### config.mk
export PLATFORM = sky130hd
export DESIGN_NAME = multiply_accumulate_engine
export DESIGN_NICKNAME = d
export VERILOG_FILES = /design/src/common/mac_pkg.sv /design/src/design/mac_rounder.sv /design/src/design/multiply_accumulate_engine.sv
export SDC_FILE = /design/constraint.sdc
export NUM_CORES = 1
export LEC_CHECK = 0
export BUFFER_PORTS_ARGS = -buffer_cell sky130_fd_sc_hd__clkbuf_2
export CAP_MARGIN = 20
export CORE_MARGIN = 10
export CORE_UTILIZATION = 45
export DETAILED_ROUTE_END_ITERATION = 16
export PLACE_DENSITY = 0.64
export SYNTH_ARGS = -nofsm -noshare
export SYNTH_HDL_FRONTEND = slang
export SYNTH_SLANG_ARGS = --single-unit
### constraint.sdc
create_clock -name clk -period 20.1 [get_ports clk]
set_input_delay 4.02 -clock clk [delete_from_list [all_inputs] [get_ports clk]]
set_output_delay 4.02 -clock clk [all_outputs]
set_load 0.1 [all_outputs]
### src/common/mac_pkg.sv
// Constants shared by the multiply-accumulate engine and its rounder.
// Assumes a byte-wide special function register bus on the system clock.
`default_nettype none
package mac_pkg;
  localparam int ACC_W = 40;
  localparam int OP_W  = 16;
  localparam int RND_W = 16;

  // Register addresses on the special function register bus
  localparam logic [7:0] ADDR_OPERAND_A_HIGH      = 8'hA5;
  localparam logic [7:0] ADDR_OPERAND_A_LOW       = 8'hA4;
  localparam logic [7:0] ADDR_OPERAND_B_HIGH      = 8'hA6;
  localparam logic [7:0] ADDR_OPERAND_B_LOW       = 8'hA7;
  localparam logic [7:0] ADDR_MAC_STATUS          = 8'hCF;
  localparam logic [7:0] ADDR_ROUNDED_RESULT_LOW  = 8'hCD;
  localparam logic [7:0] ADDR_ROUNDED_RESULT_HIGH = 8'hCE;
  localparam logic [7:0] ADDR_ACCUMULATOR_BYTE0   = 8'hD2;
  localparam logic [7:0] ADDR_ACCUMULATOR_BYTE1   = 8'hD3;
  localparam logic [7:0] ADDR_ACCUMULATOR_BYTE2   = 8'hD4;
  localparam logic [7:0] ADDR_ACCUMULATOR_BYTE3   = 8'hD5;
  localparam logic [7:0] ADDR_ACCUMULATOR_TOP     = 8'hD6;
  localparam logic [7:0] ADDR_MAC_CONFIG          = 8'hD7;

  // Configuration fields
  localparam int CFG_SHIFT_REQUEST     = 5;
  localparam int CFG_SHIFT_DIRECTION   = 4;
  localparam int CFG_CLEAR_ACCUMULATOR = 3;
  localparam int CFG_SATURATE_ENABLE   = 2;
  localparam int CFG_FRACTIONAL_SELECT = 1;
  localparam int CFG_MULTIPLY_ONLY     = 0;
  localparam logic [7:0] CFG_WRITE_MASK = 8'h3F;
  localparam logic [7:0] CFG_RESET      = 8'h00;

  // Status fields
  localparam int STA_HARD_OVERFLOW = 3;
  localparam int STA_ZERO          = 2;
  localparam int STA_SOFT_OVERFLOW = 1;
  localparam int STA_NEGATIVE      = 0;
  localparam logic [7:0] STA_WRITE_MASK = 8'h0F;
  localparam logic [7:0] STA_RESET      = 8'h04;

  localparam logic [7:0] BYTE_RESET = 8'h00;

  // Arithmetic thresholds
  localparam logic [7:0]  TOP_POS_LIMIT = 8'h7F;
  localparam logic [7:0]  TOP_NEG_LIMIT = 8'h80;
  localparam logic [15:0] ROUND_HALF    = 16'h8000;
  localparam logic [15:0] SAT_POSITIVE  = 16'h7FFF;
  localparam logic [15:0] SAT_NEGATIVE  = 16'h8000;

  // Bits 39..31 disagree: the value no longer fits in 32 signed bits
  function automatic logic soft_overflow(input logic [ACC_W-1:0] acc);
    soft_overflow = !((&acc[ACC_W-1:31]) || !(|acc[ACC_W-1:31]));
  endfunction
endpackage
`default_nettype wire

### src/design/mac_rounder.sv
// Rounding and saturation of accumulator bits 31..16.
// Purely combinational; the engine registers the result when it is due.
`default_nettype none
module mac_rounder (
  input  wire logic [mac_pkg::ACC_W-1:0] acc,
  input  wire logic                      saturate,
  output logic      [mac_pkg::RND_W-1:0] result
);
  import mac_pkg::*;

  logic       round_up;
  logic [RND_W-1:0] upper;
  logic       carry_over;

  always_comb begin
    upper = acc[31:16];
    // Ties go to the even neighbour so the bias averages out
    round_up = (acc[15:0] > ROUND_HALF) || ((acc[15:0] == ROUND_HALF) && acc[16]);
    carry_over = round_up && (upper == SAT_POSITIVE);
    result = upper + {{(RND_W-1){1'b0}}, round_up};
    if (saturate && (soft_overflow(acc) || carry_over)) begin
      result = acc[ACC_W-1] ? SAT_NEGATIVE : SAT_POSITIVE;
    end
  end
endmodule
`default_nettype wire

### src/design/multiply_accumulate_engine.sv
// Multiply-accumulate engine: 16x16 signed multiply, 40-bit accumulator,
// one-bit shift, rounding register and status flags behind byte registers.
// Assumes the core drives the register bus from logic on the same clock.
//
// How it works
// - Shift request moves the whole 40-bit accumulator one bit, then self-clears.
// - Shift direction bit 4: zero shifts left, one shifts right.
// - Clear bit 3 zeroes accumulator and resets status in the same next cycle, then self-clears.
// - Saturate bit 2 lets soft overflow saturate the rounded result only.
// - Format bit 1 selects integer or signed fractional operands.
// - Mode bit 0 selects accumulate or product overwriting the accumulator.
// - Unused config and status bits read zero and ignore writes.
// - Hard overflow sets on top byte crossing 7F/80; cleared by software or clear.
// - Zero flag follows whether the operation result is zero.
// - Soft overflow follows overflow into bit 31 on each operation.
// - Negative flag follows the sign of the accumulator result.
// - Top byte register holds accumulator bits 39..32.
// - Four byte registers hold accumulator bits 31..0, high to low.
// - Each operand splits into high byte 15..8 and low byte.
// - Writing operand B low byte launches an operation.
// - Three one-cycle stages: multiply, add with flags, round.
// - Rounding of bits 31..16 against half, ties round to even.
// - Saturated result reads 7FFF positive, 8000 negative.
// - Right shift keeps bit 39; shifts keep flags; multiply-only keeps hard overflow.
`default_nettype none
module multiply_accumulate_engine (
  input  wire logic       clk,
  input  wire logic       resetn,
  input  wire logic [7:0] sfr_addr,
  input  wire logic       sfr_wr,
  input  wire logic       sfr_rd,
  input  wire logic [7:0] sfr_wdata,
  output logic      [7:0] sfr_rdata
);
  import mac_pkg::*;

  logic [OP_W-1:0]  op_a_q;
  logic [OP_W-1:0]  op_a_d;
  logic [OP_W-1:0]  op_b_q;
  logic [OP_W-1:0]  op_b_d;
  logic [7:0]       cfg_q;
  logic [7:0]       cfg_d;
  logic [7:0]       sta_q;
  logic [7:0]       sta_d;
  logic [ACC_W-1:0] acc_q;
  logic [ACC_W-1:0] acc_d;
  logic [ACC_W-1:0] prod_q;
  logic [ACC_W-1:0] prod_d;
  logic             start_q;
  logic             start_d;
  logic             add_q;
  logic             add_d;
  logic             only_q;
  logic             only_d;
  logic             round_q;
  logic             round_d;
  logic [RND_W-1:0] rnd_q;
  logic [RND_W-1:0] rnd_d;
  logic [7:0]       rdata_q;
  logic [7:0]       rdata_d;

  logic [ACC_W-1:0] sum;
  logic             ho_set;
  logic             wr_cfg;
  logic             wr_sta;
  logic [RND_W-1:0] rnd_next;

  function automatic logic hit(input logic [7:0] addr, input logic [7:0] target);
    hit = (addr == target);
  endfunction

  // Signed product, doubled in fractional mode to keep the point at bit 31
  function automatic logic [ACC_W-1:0] product(input logic [OP_W-1:0] a,
                                               input logic [OP_W-1:0] b,
                                               input logic            frac);
    logic signed [2*OP_W-1:0] p;
    logic signed [ACC_W-1:0]  wide;
    p = $signed(a) * $signed(b);
    wide = ACC_W'(p);
    product = frac ? {wide[ACC_W-2:0], 1'b0} : wide;
  endfunction

  function automatic logic [7:0] read_byte(input logic [7:0] addr);
    unique case (1'b1)
      hit(addr, ADDR_OPERAND_A_HIGH):      read_byte = op_a_q[15:8];
      hit(addr, ADDR_OPERAND_A_LOW):       read_byte = op_a_q[7:0];
      hit(addr, ADDR_OPERAND_B_HIGH):      read_byte = op_b_q[15:8];
      hit(addr, ADDR_OPERAND_B_LOW):       read_byte = op_b_q[7:0];
      hit(addr, ADDR_MAC_CONFIG):          read_byte = cfg_q & CFG_WRITE_MASK;
      hit(addr, ADDR_MAC_STATUS):          read_byte = sta_q & STA_WRITE_MASK;
      hit(addr, ADDR_ACCUMULATOR_TOP):     read_byte = acc_q[39:32];
      hit(addr, ADDR_ACCUMULATOR_BYTE3):   read_byte = acc_q[31:24];
      hit(addr, ADDR_ACCUMULATOR_BYTE2):   read_byte = acc_q[23:16];
      hit(addr, ADDR_ACCUMULATOR_BYTE1):   read_byte = acc_q[15:8];
      hit(addr, ADDR_ACCUMULATOR_BYTE0):   read_byte = acc_q[7:0];
      hit(addr, ADDR_ROUNDED_RESULT_HIGH): read_byte = rnd_q[15:8];
      hit(addr, ADDR_ROUNDED_RESULT_LOW):  read_byte = rnd_q[7:0];
      default:                             read_byte = 8'h00;
    endcase
  endfunction

  mac_rounder i_mac_rounder (
    .acc      (acc_q),
    .saturate (cfg_q[CFG_SATURATE_ENABLE]),
    .result   (rnd_next)
  );

  always_comb begin
    op_a_d  = op_a_q;
    op_b_d  = op_b_q;
    cfg_d   = cfg_q;
    sta_d   = sta_q;
    acc_d   = acc_q;
    prod_d  = prod_q;
    only_d  = only_q;
    rnd_d   = rnd_q;
    sum     = acc_q;
    ho_set  = 1'b0;
    wr_cfg  = sfr_wr && hit(sfr_addr, ADDR_MAC_CONFIG);
    wr_sta  = sfr_wr && hit(sfr_addr, ADDR_MAC_STATUS);

    // Operand bytes; the low byte of B also starts the pipeline
    if (sfr_wr && hit(sfr_addr, ADDR_OPERAND_A_HIGH)) begin
      op_a_d[15:8] = sfr_wdata;
    end
    if (sfr_wr && hit(sfr_addr, ADDR_OPERAND_A_LOW)) begin
      op_a_d[7:0] = sfr_wdata;
    end
    if (sfr_wr && hit(sfr_addr, ADDR_OPERAND_B_HIGH)) begin
      op_b_d[15:8] = sfr_wdata;
    end
    if (sfr_wr && hit(sfr_addr, ADDR_OPERAND_B_LOW)) begin
      op_b_d[7:0] = sfr_wdata;
    end
    start_d = sfr_wr && hit(sfr_addr, ADDR_OPERAND_B_LOW);

    // Stage one: multiply with the operands and mode now in place
    add_d = start_q;
    if (start_q) begin
      prod_d = product(op_a_q, op_b_q, cfg_q[CFG_FRACTIONAL_SELECT]);
      only_d = cfg_q[CFG_MULTIPLY_ONLY];
    end

    // Stage two: add, store and update flags
    if (add_q) begin
      sum = only_q ? prod_q : acc_q + prod_q;
      acc_d = sum;
      sta_d[STA_ZERO]          = (sum == '0);
      sta_d[STA_NEGATIVE]      = sum[ACC_W-1];
      sta_d[STA_SOFT_OVERFLOW] = soft_overflow(sum);
      // Multiply-only overwrites, so a top byte crossing means nothing there
      ho_set = !only_q &&
               (((acc_q[39:32] == TOP_POS_LIMIT) && (sum[39:32] == TOP_NEG_LIMIT)) ||
                ((acc_q[39:32] == TOP_NEG_LIMIT) && (sum[39:32] == TOP_POS_LIMIT)));
      if (ho_set) begin
        sta_d[STA_HARD_OVERFLOW] = 1'b1;
      end
    end

    // Shift leaves every flag as it is
    if (cfg_q[CFG_SHIFT_REQUEST]) begin
      if (cfg_q[CFG_SHIFT_DIRECTION]) begin
        acc_d = {acc_d[ACC_W-1], acc_d[ACC_W-1:1]};
      end else begin
        acc_d = {acc_d[ACC_W-2:0], 1'b0};
      end
      cfg_d[CFG_SHIFT_REQUEST] = 1'b0;
    end

    if (cfg_q[CFG_CLEAR_ACCUMULATOR]) begin
      acc_d = '0;
      sta_d = STA_RESET;
      ho_set = 1'b0;
      cfg_d[CFG_CLEAR_ACCUMULATOR] = 1'b0;
    end

    // Direct loads win over arithmetic in the same cycle
    if (sfr_wr && hit(sfr_addr, ADDR_ACCUMULATOR_TOP)) begin
      acc_d[39:32] = sfr_wdata;
    end
    if (sfr_wr && hit(sfr_addr, ADDR_ACCUMULATOR_BYTE3)) begin
      acc_d[31:24] = sfr_wdata;
    end
    if (sfr_wr && hit(sfr_addr, ADDR_ACCUMULATOR_BYTE2)) begin
      acc_d[23:16] = sfr_wdata;
    end
    if (sfr_wr && hit(sfr_addr, ADDR_ACCUMULATOR_BYTE1)) begin
      acc_d[15:8] = sfr_wdata;
    end
    if (sfr_wr && hit(sfr_addr, ADDR_ACCUMULATOR_BYTE0)) begin
      acc_d[7:0] = sfr_wdata;
    end

    if (wr_cfg) begin
      cfg_d = sfr_wdata & CFG_WRITE_MASK;
    end
    // A hard overflow arriving with a software clear survives it
    if (wr_sta) begin
      sta_d = (sfr_wdata & STA_WRITE_MASK) |
              (ho_set ? (8'h01 << STA_HARD_OVERFLOW) : 8'h00);
    end

    // Stage three, or the cycle after a shift or a low accumulator write
    round_d = add_q || cfg_q[CFG_SHIFT_REQUEST] ||
              (sfr_wr && hit(sfr_addr, ADDR_ACCUMULATOR_BYTE0));
    if (round_q) begin
      rnd_d = rnd_next;
    end

    rdata_d = sfr_rd ? read_byte(sfr_addr) : rdata_q;
  end

  always_ff @(posedge clk or negedge resetn) begin
    if (!resetn) begin
      op_a_q  <= '0;
      op_b_q  <= '0;
      cfg_q   <= CFG_RESET;
      sta_q   <= STA_RESET;
      acc_q   <= '0;
      prod_q  <= '0;
      start_q <= 1'b0;
      add_q   <= 1'b0;
      only_q  <= 1'b0;
      round_q <= 1'b0;
      rnd_q   <= '0;
      rdata_q <= BYTE_RESET;
    end else begin
      op_a_q  <= op_a_d;
      op_b_q  <= op_b_d;
      cfg_q   <= cfg_d;
      sta_q   <= sta_d;
      acc_q   <= acc_d;
      prod_q  <= prod_d;
      start_q <= start_d;
      add_q   <= add_d;
      only_q  <= only_d;
      round_q <= round_d;
      rnd_q   <= rnd_d;
      rdata_q <= rdata_d;
    end
  end

  assign sfr_rdata = rdata_q;
endmodule
`default_nettype wire

### Word level (Yosys, flattened, before mapping)

Cells that the tools add are included.

* output and inout bits: 8
* flip-flop bits (word level): 143
* logic and storage cells: 99

* mux-type cells: 22
* reduce and logical (&&, ||, !) cells: 37
* $mul: 1
* equal/unequal tests: 19
* $lt $le $gt $ge: 1
* add/subtract/negate cells: 2
* bitwise gates (word level): 1

Operators with widths (number)
* $mux W40: 5
* $eq A8 B8 Y1 const B: 15
* $pmux W8 S13: 1
* $add A40 B40 Y40: 1
* $logic_not A40 Y1: 1
* $mux W8: 5
* $mul A16 B16 Y32: 1
* $mux W16: 2
* $mux W32: 1
* $reduce_and A9 Y1: 2
* $reduce_or A9 Y1: 2
* $logic_and A1 B1 Y1: 17
* $add A16 B1 Y16: 1
* $eq A16 B15 Y1 const B: 1
* $eq A16 B16 Y1 const B: 1
* $eq A8 B7 Y1 const B: 2
* $gt A16 B16 Y1 const B: 1
* $mux W4: 4
* $logic_or A1 B1 Y1: 7
* $mux W6: 1
* $reduce_bool A3 Y1: 2
* $logic_not A1 Y1: 5
* $or A4 B4 Y4: 1
* $mux W1: 3
* $reduce_and A2 Y1: 1

### Logic depth before layout (Yosys ltp)

Gate-level depths: netlist of the first run.

* depth in word-level cells: 11
* gate-level depth with buffers: 25
* mapped depth without buffers: 23

### Cells and area by module

From an unflattened synthesis of the first run, not the netlist that was laid out.

* cell total of the unflattened synthesis: 2400
* area total of the unflattened synthesis: 21120.3 sq um

Modules (own cells, without submodules)
* multiply_accumulate_engine: instances 1, area an instance 20518.4 sq um, seq. area each 3579.7 sq um, cells each 2322
* mac_rounder: instances 1, area an instance 601.8 sq um, seq. area each 0.0 sq um, cells each 78

### Least setup slack after synthesis of the first run

OpenSTA, ideal clock, no wires.

* path type: reg-to-reg
* start point: register op_a_q[15]
* end point: register prod_q[31]
* setup slack: 13541 ps
* period minus slack after synthesis: 6559 ps
* required time: 19984 ps
* arrival: 6444 ps
* cell stages (with the launch flop): 24
* setup time: 116 ps
* buffers on the path: 2
* path through: dfrtp_1 -> clkbuf_1 -> clkbuf_1 -> nand2_1 -> inv_1 -> fa_1 -> fa_1 -> fa_1 -> fa_1 -> fa_1 -> inv_1 -> fa_1 -> inv_1 -> ha_1 -> a21oi_1 -> nor2b_1 -> o21ai_0 -> nand2_1 -> a2111oi_0 -> o31ai_1 -> a211o_1 -> a21oi_1 -> xor2_1 -> o311ai_0

* cells in the longest elaborated chain, start to end: 2

Ends and longest elaborated chain
* from (decl): line multiply_accumulate_engine.sv:37 `logic [OP_W-1:0] op_a_q;`
* from (signal assigned): line multiply_accumulate_engine.sv:228 `op_a_q <= op_a_d;`
* $mul A16 B16 Y32: line multiply_accumulate_engine.sv:78 `p = $signed(a) * $signed(b);`
* $mux W32: line multiply_accumulate_engine.sv:80 `product = frac ? {wide[ACC_W-2:0], 1'b0} : wide;`
* to (signal assigned): line multiply_accumulate_engine.sv:233 `prod_q <= prod_d;`
* to (decl): line multiply_accumulate_engine.sv:47 `logic [ACC_W-1:0] prod_q;`

No other way between the ends.
A chain may end at the register's enable or synchronous reset.

### Worst setup path after layout of the first run

Ends and elaborated chain as after synthesis.

==> parameters.txt, run 1 <==
Parameter                              Value

Timing
  Clk_skew ... 13.1 ps
  Pins over their slew limit ... 0
  Worst slew margin relative to its limit ... 0.297
  Share of the cycle needed by the critical path after routing ... 0.388
  Final Hold Viols ... 0
  Number of endpoints failing setup at the final stage ... 0
  Unrepaired setup endpoints after global routing ... no
  Final critical-path required period ... 7800 ps
  F_max ... 128 MHz
  Tightest Pin Transition ... 1030 ps
  Setup TNS after final layout ... 0 ps
  Post-route worst setup slack ... 12300 ps

Critical path
  Cells along the critical path ... nand2_1 > inv_1 > fa_1 > fa_1 > fa_1 > fa_1 > fa_1 > inv_1 > fa_1 > inv_1 > ha_1 > a21oi_1 > nor2b_1 > o21ai_0 > nand2_1 > a2111oi_0 > o31ai_1 > a211o_1 > a21oi_1 > xor2_1 > o311ai_0
  CP Data Arrival Time ... 8110 ps
  Number of buffer and inverter instances along the worst setup path ... 3
  Register-to-Register Setup Slack ... 12300 ps
  Worst stage delay on the critical path ... 920 ps
  Required time at the worst-slack endpoint ... 20410 ps
  CP top delay family ... adder cells
  Highest net fanout along the worst path ... 18
  Kind of critical path ... reg -> reg
  Kind of launch point of the worst setup path ... flip-flop
  Most frequent cell on the critical path ... sky130_fd_sc_hd__fa_1
  CP max-delay cell ... sky130_fd_sc_hd__fa_1
  Endpoint type of the worst setup path ... flip-flop

Final layout
  Synth-to-layout area growth ... 5.21%
  Final Net Count ... 2801
  Final-layout fill cell count ... 4541
  Share of layout cells above drive strength 1 ... 0.0736
  Antenna diode count ... 0
  Number of standard cells in the final layout excluding fillers ... 3013
  Final core area utilization ... 0.479

Floorplanning
  Overall die area ... 56300 um^2
  Starting utilization of the core area ... 0.456
  # IOs ... 28
  Die span in y ... 237 um
  Die W ... 237 um
  Total core area ... 46700 um^2
  Std-Cell Rows ... 79

Clocking
  Number of gates resized after CTS ... 0
  TritonCTS clock tree ... yes
  Clk Latency, worst-skew pair ... 440 ps
  Number of buffers inserted during clock tree synthesis ... 17
  Clock-pin slew of the registers on the worst-case setup and hold paths ... 60 ps
  Max H-tree Level ... 4
  Clk sink count ... 143
  Post-CTS Hold Buffers ... 0
  Library cell used as clock root buffer ... sky130_fd_sc_hd__clkbuf_16
  Number of setup buffers added after CTS ... 0
  Largest buffer count on any clock path ... 2

Drt
  Routed via count ... 18.1k
  DR DRC count ... 0
  First-iteration detailed-routing DRC count ... 1786
  Antenna violation net count after detailed routing ... 0
  Ratio of routed vias to standard cells ... 6.02
  Routed wire length ... 67000 um
  Avg WL per Cell ... 22.2 um
  Count of TritonRoute iterations in the first routing pass ... 6

Power and ir drop
  Leakage power ... 0.0110 uW
  Sequential power share ... 0.369
  Sw power ... 380 uW
  Peak supply drop ... 0.0609 mV
  Clock power share ... 0.326
  Relative contribution of combinational cells to total power ... 0.304
  Internal power ... 633 uW
  Power Density ... 45.3 nW/um^2
  Proportion of total power due to net switching ... 0.376

GRT
  Remaining global-route overflow ... 0
  Largest net degree at the start of global routing ... 83
  Vias in the first global route ... 17.9k
  Number of antenna violations at the first check in global routing ... 0
  First-pass GRT wire length ... 105000 um
  Overall global routing resource usage ... 0.238

Logic synthesis
  Share of the yosys chip area belonging to registers ... 0.168
  Post-synthesis average cell area ... 8.66 um^2
  Primary flip-flop cell chosen by synthesis mapping ... sky130_fd_sc_hd__dfrtp_1
  Flops & latches, synth ... 143
  Count of distinct cell types in the synthesized netlist ... 91
  Syn. warnings ... 0
  Number of synthesized flops with an enable pin ... 0
  Yosys top cell area share ... 0.248
  Syn Inst Count ... 2455
  Top cell types by occurrence after synthesis ... 309 x sky130_fd_sc_hd__inv_1, 282 x sky130_fd_sc_hd__nand2_1, 263 x sky130_fd_sc_hd__fa_1
  Netlist Area Pre-Place ... 21300 um^2
  Yosys top cell by area ... sky130_fd_sc_hd__fa_1
  FFs w/ async S/R, synth ... 1.00
  Most common cell in the netlist ... sky130_fd_sc_hd__inv_1
  Main area contributors after synthesis ... sky130_fd_sc_hd__fa_1 25%, sky130_fd_sc_hd__dfrtp_1 17%, sky130_fd_sc_hd__ha_1 7.2%, sky130_fd_sc_hd__inv_1 5.5%, sky130_fd_sc_hd__nand2_1 5.0%
  Mapped Nets ... 2861

Hold path
  Path type of the worst min-delay path ... reg -> reg

Placed design
  HPWL after detailed placement ... 52400 um
  Post-placement setup slack ... 12400 ps
  Cell count after placement ... 2982
  Port buffer count ... 27
  Global placer's final weighted congestion ... 0.993

Run status
  Status ... complete, no violations

Flow run
  Count of max-cap constraint violations ... 0
registers in the layout, summed over array words and instances, names as in the netlist, 4 cells and up:
register,cells
acc_q,40
cfg_q,6
op_a_q,16
op_b_q,16
prod_q,33
rnd_q,16
sfr_rdata,8
sta_q,4
routing by layer:
layer | GRT usage | part of all wire | vias up
met5 | 0 | 0 | -
met4 | 0.0676 | 0.028 | 0
met3 | 0.0555 | 0.090 | 102
met2 | 0.366 | 0.44 | 766
met1 | 0.328 | 0.44 | 9095
li1 | - | - | 8173
final timing paths:
check                                 from    endpoint  cells after the start
worst max-delay path            op_a_q[15]  prod_q[31]                     21
worst min-delay path             rnd_q[11]   rnd_q[11]                      1
worst max register to register  op_a_q[15]  prod_q[31]                     21
worst min register to register   rnd_q[11]   rnd_q[11]                      1
max in group asynchronous           resetn       add_d                      2
min in group asynchronous           resetn   acc_q[11]                      1
power groups by stage:
| stage | clock [uW] | combinational (uW) | sequential, uW |
|---|---|---|---|
| finish | 331 | 308 | 374 |
| global route | 347 | 341 | 375 |
| CTS | 333 | 305 | 370 |
| detailed placement | 0 | 302 | 375 |
| global placement | 0 | 299 | 375 |
| floorplan | 0 | 239 | 335 |
stage by stage:
stage	total power, uW	instance area [um^2]	hold WS [ps]
after floorplan	573	21300	429
after global placement	674	21800	501
after detailed placement	678	21800	506
after CTS	1010	22400	520
after global routing	1060	22400	535
final	1010	22400	519
logic make-up (layout without fill, tap and decap cells):
| kind of cell | Yosys count | count (layout) | synth area share |
|---|---|---|---|
| simple gates | 775 | 775 | 0.175 |
| compound gates | 533 | 533 | 0.172 |
| buf+inv | 438 | 389 | 0.0809 |
| fa+ha+maj | 386 | 386 | 0.320 |
| flops | 143 | 143 | 0.168 |
| mux | 113 | 113 | 0.0567 |
| xor+xnor | 67 | 67 | 0.0276 |
final cells by class:
type | instances | area (um^2) | area share
inverter | 312 | 1170 | 0.0524
clock buffer | 20 | 467 | 0.0209
sequential | 143 | 3580 | 0.160
timing repair buffer | 47 | 289 | 0.0129
multi-input combinational | 1874 | 16000 | 0.714
tap | 607 | 759 | 0.0340
clock inverter | 10 | 138 | 0.00615
placed cells by master (no fill, tap or decap), types with 18 or more instances in the layout:
master | synthesis | routed
sky130_fd_sc_hd__o211ai_1 | 34 | 34
sky130_fd_sc_hd__inv_1 | 309 | 309
sky130_fd_sc_hd__o21a_1 | 18 | 18
sky130_fd_sc_hd__mux2i_1 | 53 | 53
sky130_fd_sc_hd__a21o_1 | 41 | 41
sky130_fd_sc_hd__clkbuf_2 | 0 | 27
sky130_fd_sc_hd__o21ai_0 | 91 | 91
sky130_fd_sc_hd__nor3_1 | 31 | 31
sky130_fd_sc_hd__dfrtp_1 | 142 | 139
sky130_fd_sc_hd__mux2_2 | 60 | 60
sky130_fd_sc_hd__xor2_1 | 26 | 26
sky130_fd_sc_hd__nand2_1 | 282 | 282
sky130_fd_sc_hd__nand3_1 | 40 | 40
sky130_fd_sc_hd__nor2b_1 | 18 | 18
sky130_fd_sc_hd__ha_1 | 123 | 123
sky130_fd_sc_hd__and2_1 | 127 | 127
sky130_fd_sc_hd__buf_4 | 4 | 19
sky130_fd_sc_hd__a31oi_1 | 28 | 28
sky130_fd_sc_hd__xnor2_1 | 41 | 41
sky130_fd_sc_hd__nor2_1 | 166 | 166
sky130_fd_sc_hd__a21oi_1 | 135 | 135
sky130_fd_sc_hd__fa_1 | 263 | 263
sky130_fd_sc_hd__a22oi_1 | 22 | 22
(Power assumes the default switching activity.)
==> run 2, diff against run 1 <==
--- a/config.mk
+++ b/config.mk
@@ -10,7 +10,7 @@
 export CORE_MARGIN = 10
 export CORE_UTILIZATION = 45
 export DETAILED_ROUTE_END_ITERATION = 16
-export PLACE_DENSITY = 0.64
+export PLACE_DENSITY = 0.66
 export SYNTH_ARGS = -nofsm -noshare
 export SYNTH_HDL_FRONTEND = slang
 export SYNTH_SLANG_ARGS = --single-unit
==> constraint.sdc (replaced) <==
create_clock -name clk -period 6.4 [get_ports clk]
set_input_delay 1.28 -clock clk [delete_from_list [all_inputs] [get_ports clk]]
set_output_delay 1.28 -clock clk [all_outputs]
set_load 0.1 [all_outputs]
==> parameters.txt, run 2 (synthesis gave the netlist of run 1 again) <==
Parameter                              Value

Placed design
  Placed standard-cell area ... 22600 um^2
  Post-placement setup slack ... -177 ps
  Cell count after placement ... 3087
  Global placer's final weighted congestion ... 0.970
  HPWL after detailed placement ... 54300 um
  Port buffer count ... 27

Critical path
  Endpoint type of the worst setup path ... flip-flop
  CP Data Arrival Time ... 6650 ps
  Kind of launch point of the worst setup path ... flip-flop
  Kind of critical path ... reg -> reg
  Cells on worst reg2reg path ... 21
  Highest net fanout along the worst path ... 8
  Required time at the worst-slack endpoint ... 6750 ps

Drt
  Count of TritonRoute iterations in the first routing pass ... 5
  First-iteration detailed-routing DRC count ... 1783
  Routed wire length ... 70200 um
  Avg WL per Cell ... 22.2 um
  Antenna violation net count after detailed routing ... 0
  Ratio of routed vias to standard cells ... 6.04
  Routed via count ... 19.1k
  DR DRC count ... 0

Floorplanning
  Die span in y ... 237 um
  Std-Cell Rows ... 79
  Overall die area ... 56300 um^2
  # IOs ... 28
  Starting utilization of the core area ... 0.456
  Total core area ... 46700 um^2
  Die W ... 237 um

Final layout
  Final Net Count ... 2947
  Commonest non-fill, non-tap cells in the layout ... 302 x sky130_fd_sc_hd__inv_1, 278 x sky130_fd_sc_hd__nand2_1, 252 x sky130_fd_sc_hd__fa_1
  Leading registers by flop count ... acc_q x40, prod_q x33
  Largest register by flop count ... acc_q
  Number of standard cells in the final layout excluding fillers ... 3161
  Synth-to-layout area growth ... 12.6%
  Max reg flops ... 40
  Most frequent standard cell in the layout excluding fill and tap cells ... sky130_fd_sc_hd__inv_1
  Share of layout cells above drive strength 1 ... 0.160
  Antenna diode count ... 0
  Final standard cell area without fillers ... 23900 um^2

Timing
  Number of endpoints failing setup at the final stage ... 0
  Tightest Pin Transition ... 1020 ps
  Clk_skew ... 11.9 ps
  Worst slew margin relative to its limit ... 0.316
  Setup TNS after final layout ... 0 ps
  Pins over their slew limit ... 0
  Post-route worst setup slack ... 97.7 ps
  Final Hold Viols ... 0
  Final critical-path required period ... 6300 ps
  Unrepaired setup endpoints after global routing ... yes
  Share of the cycle needed by the critical path after routing ... 0.985
  F_max ... 159 MHz

Power and ir drop
  Peak supply drop ... 0.218 mV
  Clock power share ... 0.350
  Sequential power share ... 0.330
  Power Density ... 143 nW/um^2
  Proportion of total power due to net switching ... 0.364
  Leakage power ... 0.0118 uW
  Internal power ... 2180 uW
  Sw power ... 1250 uW
  Relative contribution of combinational cells to total power ... 0.321

GRT
  Overall global routing resource usage ... 0.248
  Remaining global-route overflow ... 0
  Largest net degree at the start of global routing ... 91
  Vias in the first global route ... 19.2k
  Number of antenna violations at the first check in global routing ... 0
  First-pass GRT wire length ... 111000 um

Clocking
  Max H-tree Level ... 4
  Number of buffers inserted during clock tree synthesis ... 17
  Clock-pin slew of the registers on the worst-case setup and hold paths ... 70 ps
  Largest buffer count on any clock path ... 2
  Post-CTS Hold Buffers ... 0
  Clk sink count ... 143
  Clk Latency, worst-skew pair ... 460 ps
  Library cell used as clock root buffer ... sky130_fd_sc_hd__clkbuf_16
  TritonCTS clock tree ... yes

Hold path
  Number of cells on the worst hold path ... 1
  Path type of the worst min-delay path ... reg -> reg

Flow run
  Count of max-cap constraint violations ... 0

Run status
  Status ... complete, no violations
## run 2: worst paths after layout
check,slack [ps],from,to
min in group asynchronous,940,resetn,prod_q[12]
worst min-delay path,510,rnd_q[9],rnd_q[9]
worst max-delay path,100,op_a_q[5],prod_q[31]
worst min register to register,510,rnd_q[9],rnd_q[9]
worst max register to register,100,op_a_q[5],prod_q[31]
max in group asynchronous,4060,resetn,op_b_q[9]
## run 2: power by group through the flow
stage / logic (uW) / registers (uW) / clock network [uW]
after floorplan: 750 / 1050 / 0
after global placement: 1010 / 1140 / 0
after detailed placement: 1030 / 1140 / 0
after CTS: 1040 / 1120 / 1200
after global routing: 1200 / 1130 / 1240
final: 1100 / 1130 / 1200
## run 2: final cells by class
cell class | instances | area [um^2]
fillers | 4333 | 22700
multi-input cells | 1874 | 16200
flip-flops and latches | 143 | 3620
repair buffers | 193 | 1460
inverters | 312 | 1170
well taps | 607 | 759
clock buffers | 22 | 484
clock inverters | 10 | 205
## run 2: timing repair
action	4_1_cts	5_1_grt
resized for setup	18	90
pin swaps	1	43
setup endpoints to repair	7	11
setup buffers	3	39
## run 2: through the flow
stage                     power (uW)  hold slack [ps]  utilization
after floorplan                 1800              429            -
after global placement          2140              491        0.483
after detailed placement        2170              497        0.484
after CTS                       3360              512        0.500
after global routing            3570              534        0.513
final                           3430              515        0.513
## run 2: routing by layer
layer | GRT usage | wire length (um) | vias to the layer above
met5 | 0 | 0 | -
met4 | 0.0880 | 2490 | 0
met2 | 0.390 | 31600 | 904
met1 | 0.335 | 30300 | 9546
li1 | - | - | 8479
met3 | 0.0488 | 5790 | 157
## run 2: critical path: stages, from the launching register on
cell and delay (ps):
sky130_fd_sc_hd__dfrtp_2 450, sky130_fd_sc_hd__buf_4 190, sky130_fd_sc_hd__and2_1 150, sky130_fd_sc_hd__fa_1 470
sky130_fd_sc_hd__inv_1 50, sky130_fd_sc_hd__fa_2 540, sky130_fd_sc_hd__fa_2 450, sky130_fd_sc_hd__fa_1 540
sky130_fd_sc_hd__inv_1 50, sky130_fd_sc_hd__fa_1 480, sky130_fd_sc_hd__fa_1 560, sky130_fd_sc_hd__ha_4 240
sky130_fd_sc_hd__a21oi_1 150, sky130_fd_sc_hd__nor2b_1 60, sky130_fd_sc_hd__o21ai_0 150, sky130_fd_sc_hd__nand3_1 140
sky130_fd_sc_hd__a311o_1 410, sky130_fd_sc_hd__a41o_1 270, sky130_fd_sc_hd__a31oi_2 210, sky130_fd_sc_hd__o21a_1 210
sky130_fd_sc_hd__mux2_2 350, sky130_fd_sc_hd__o311ai_1 90
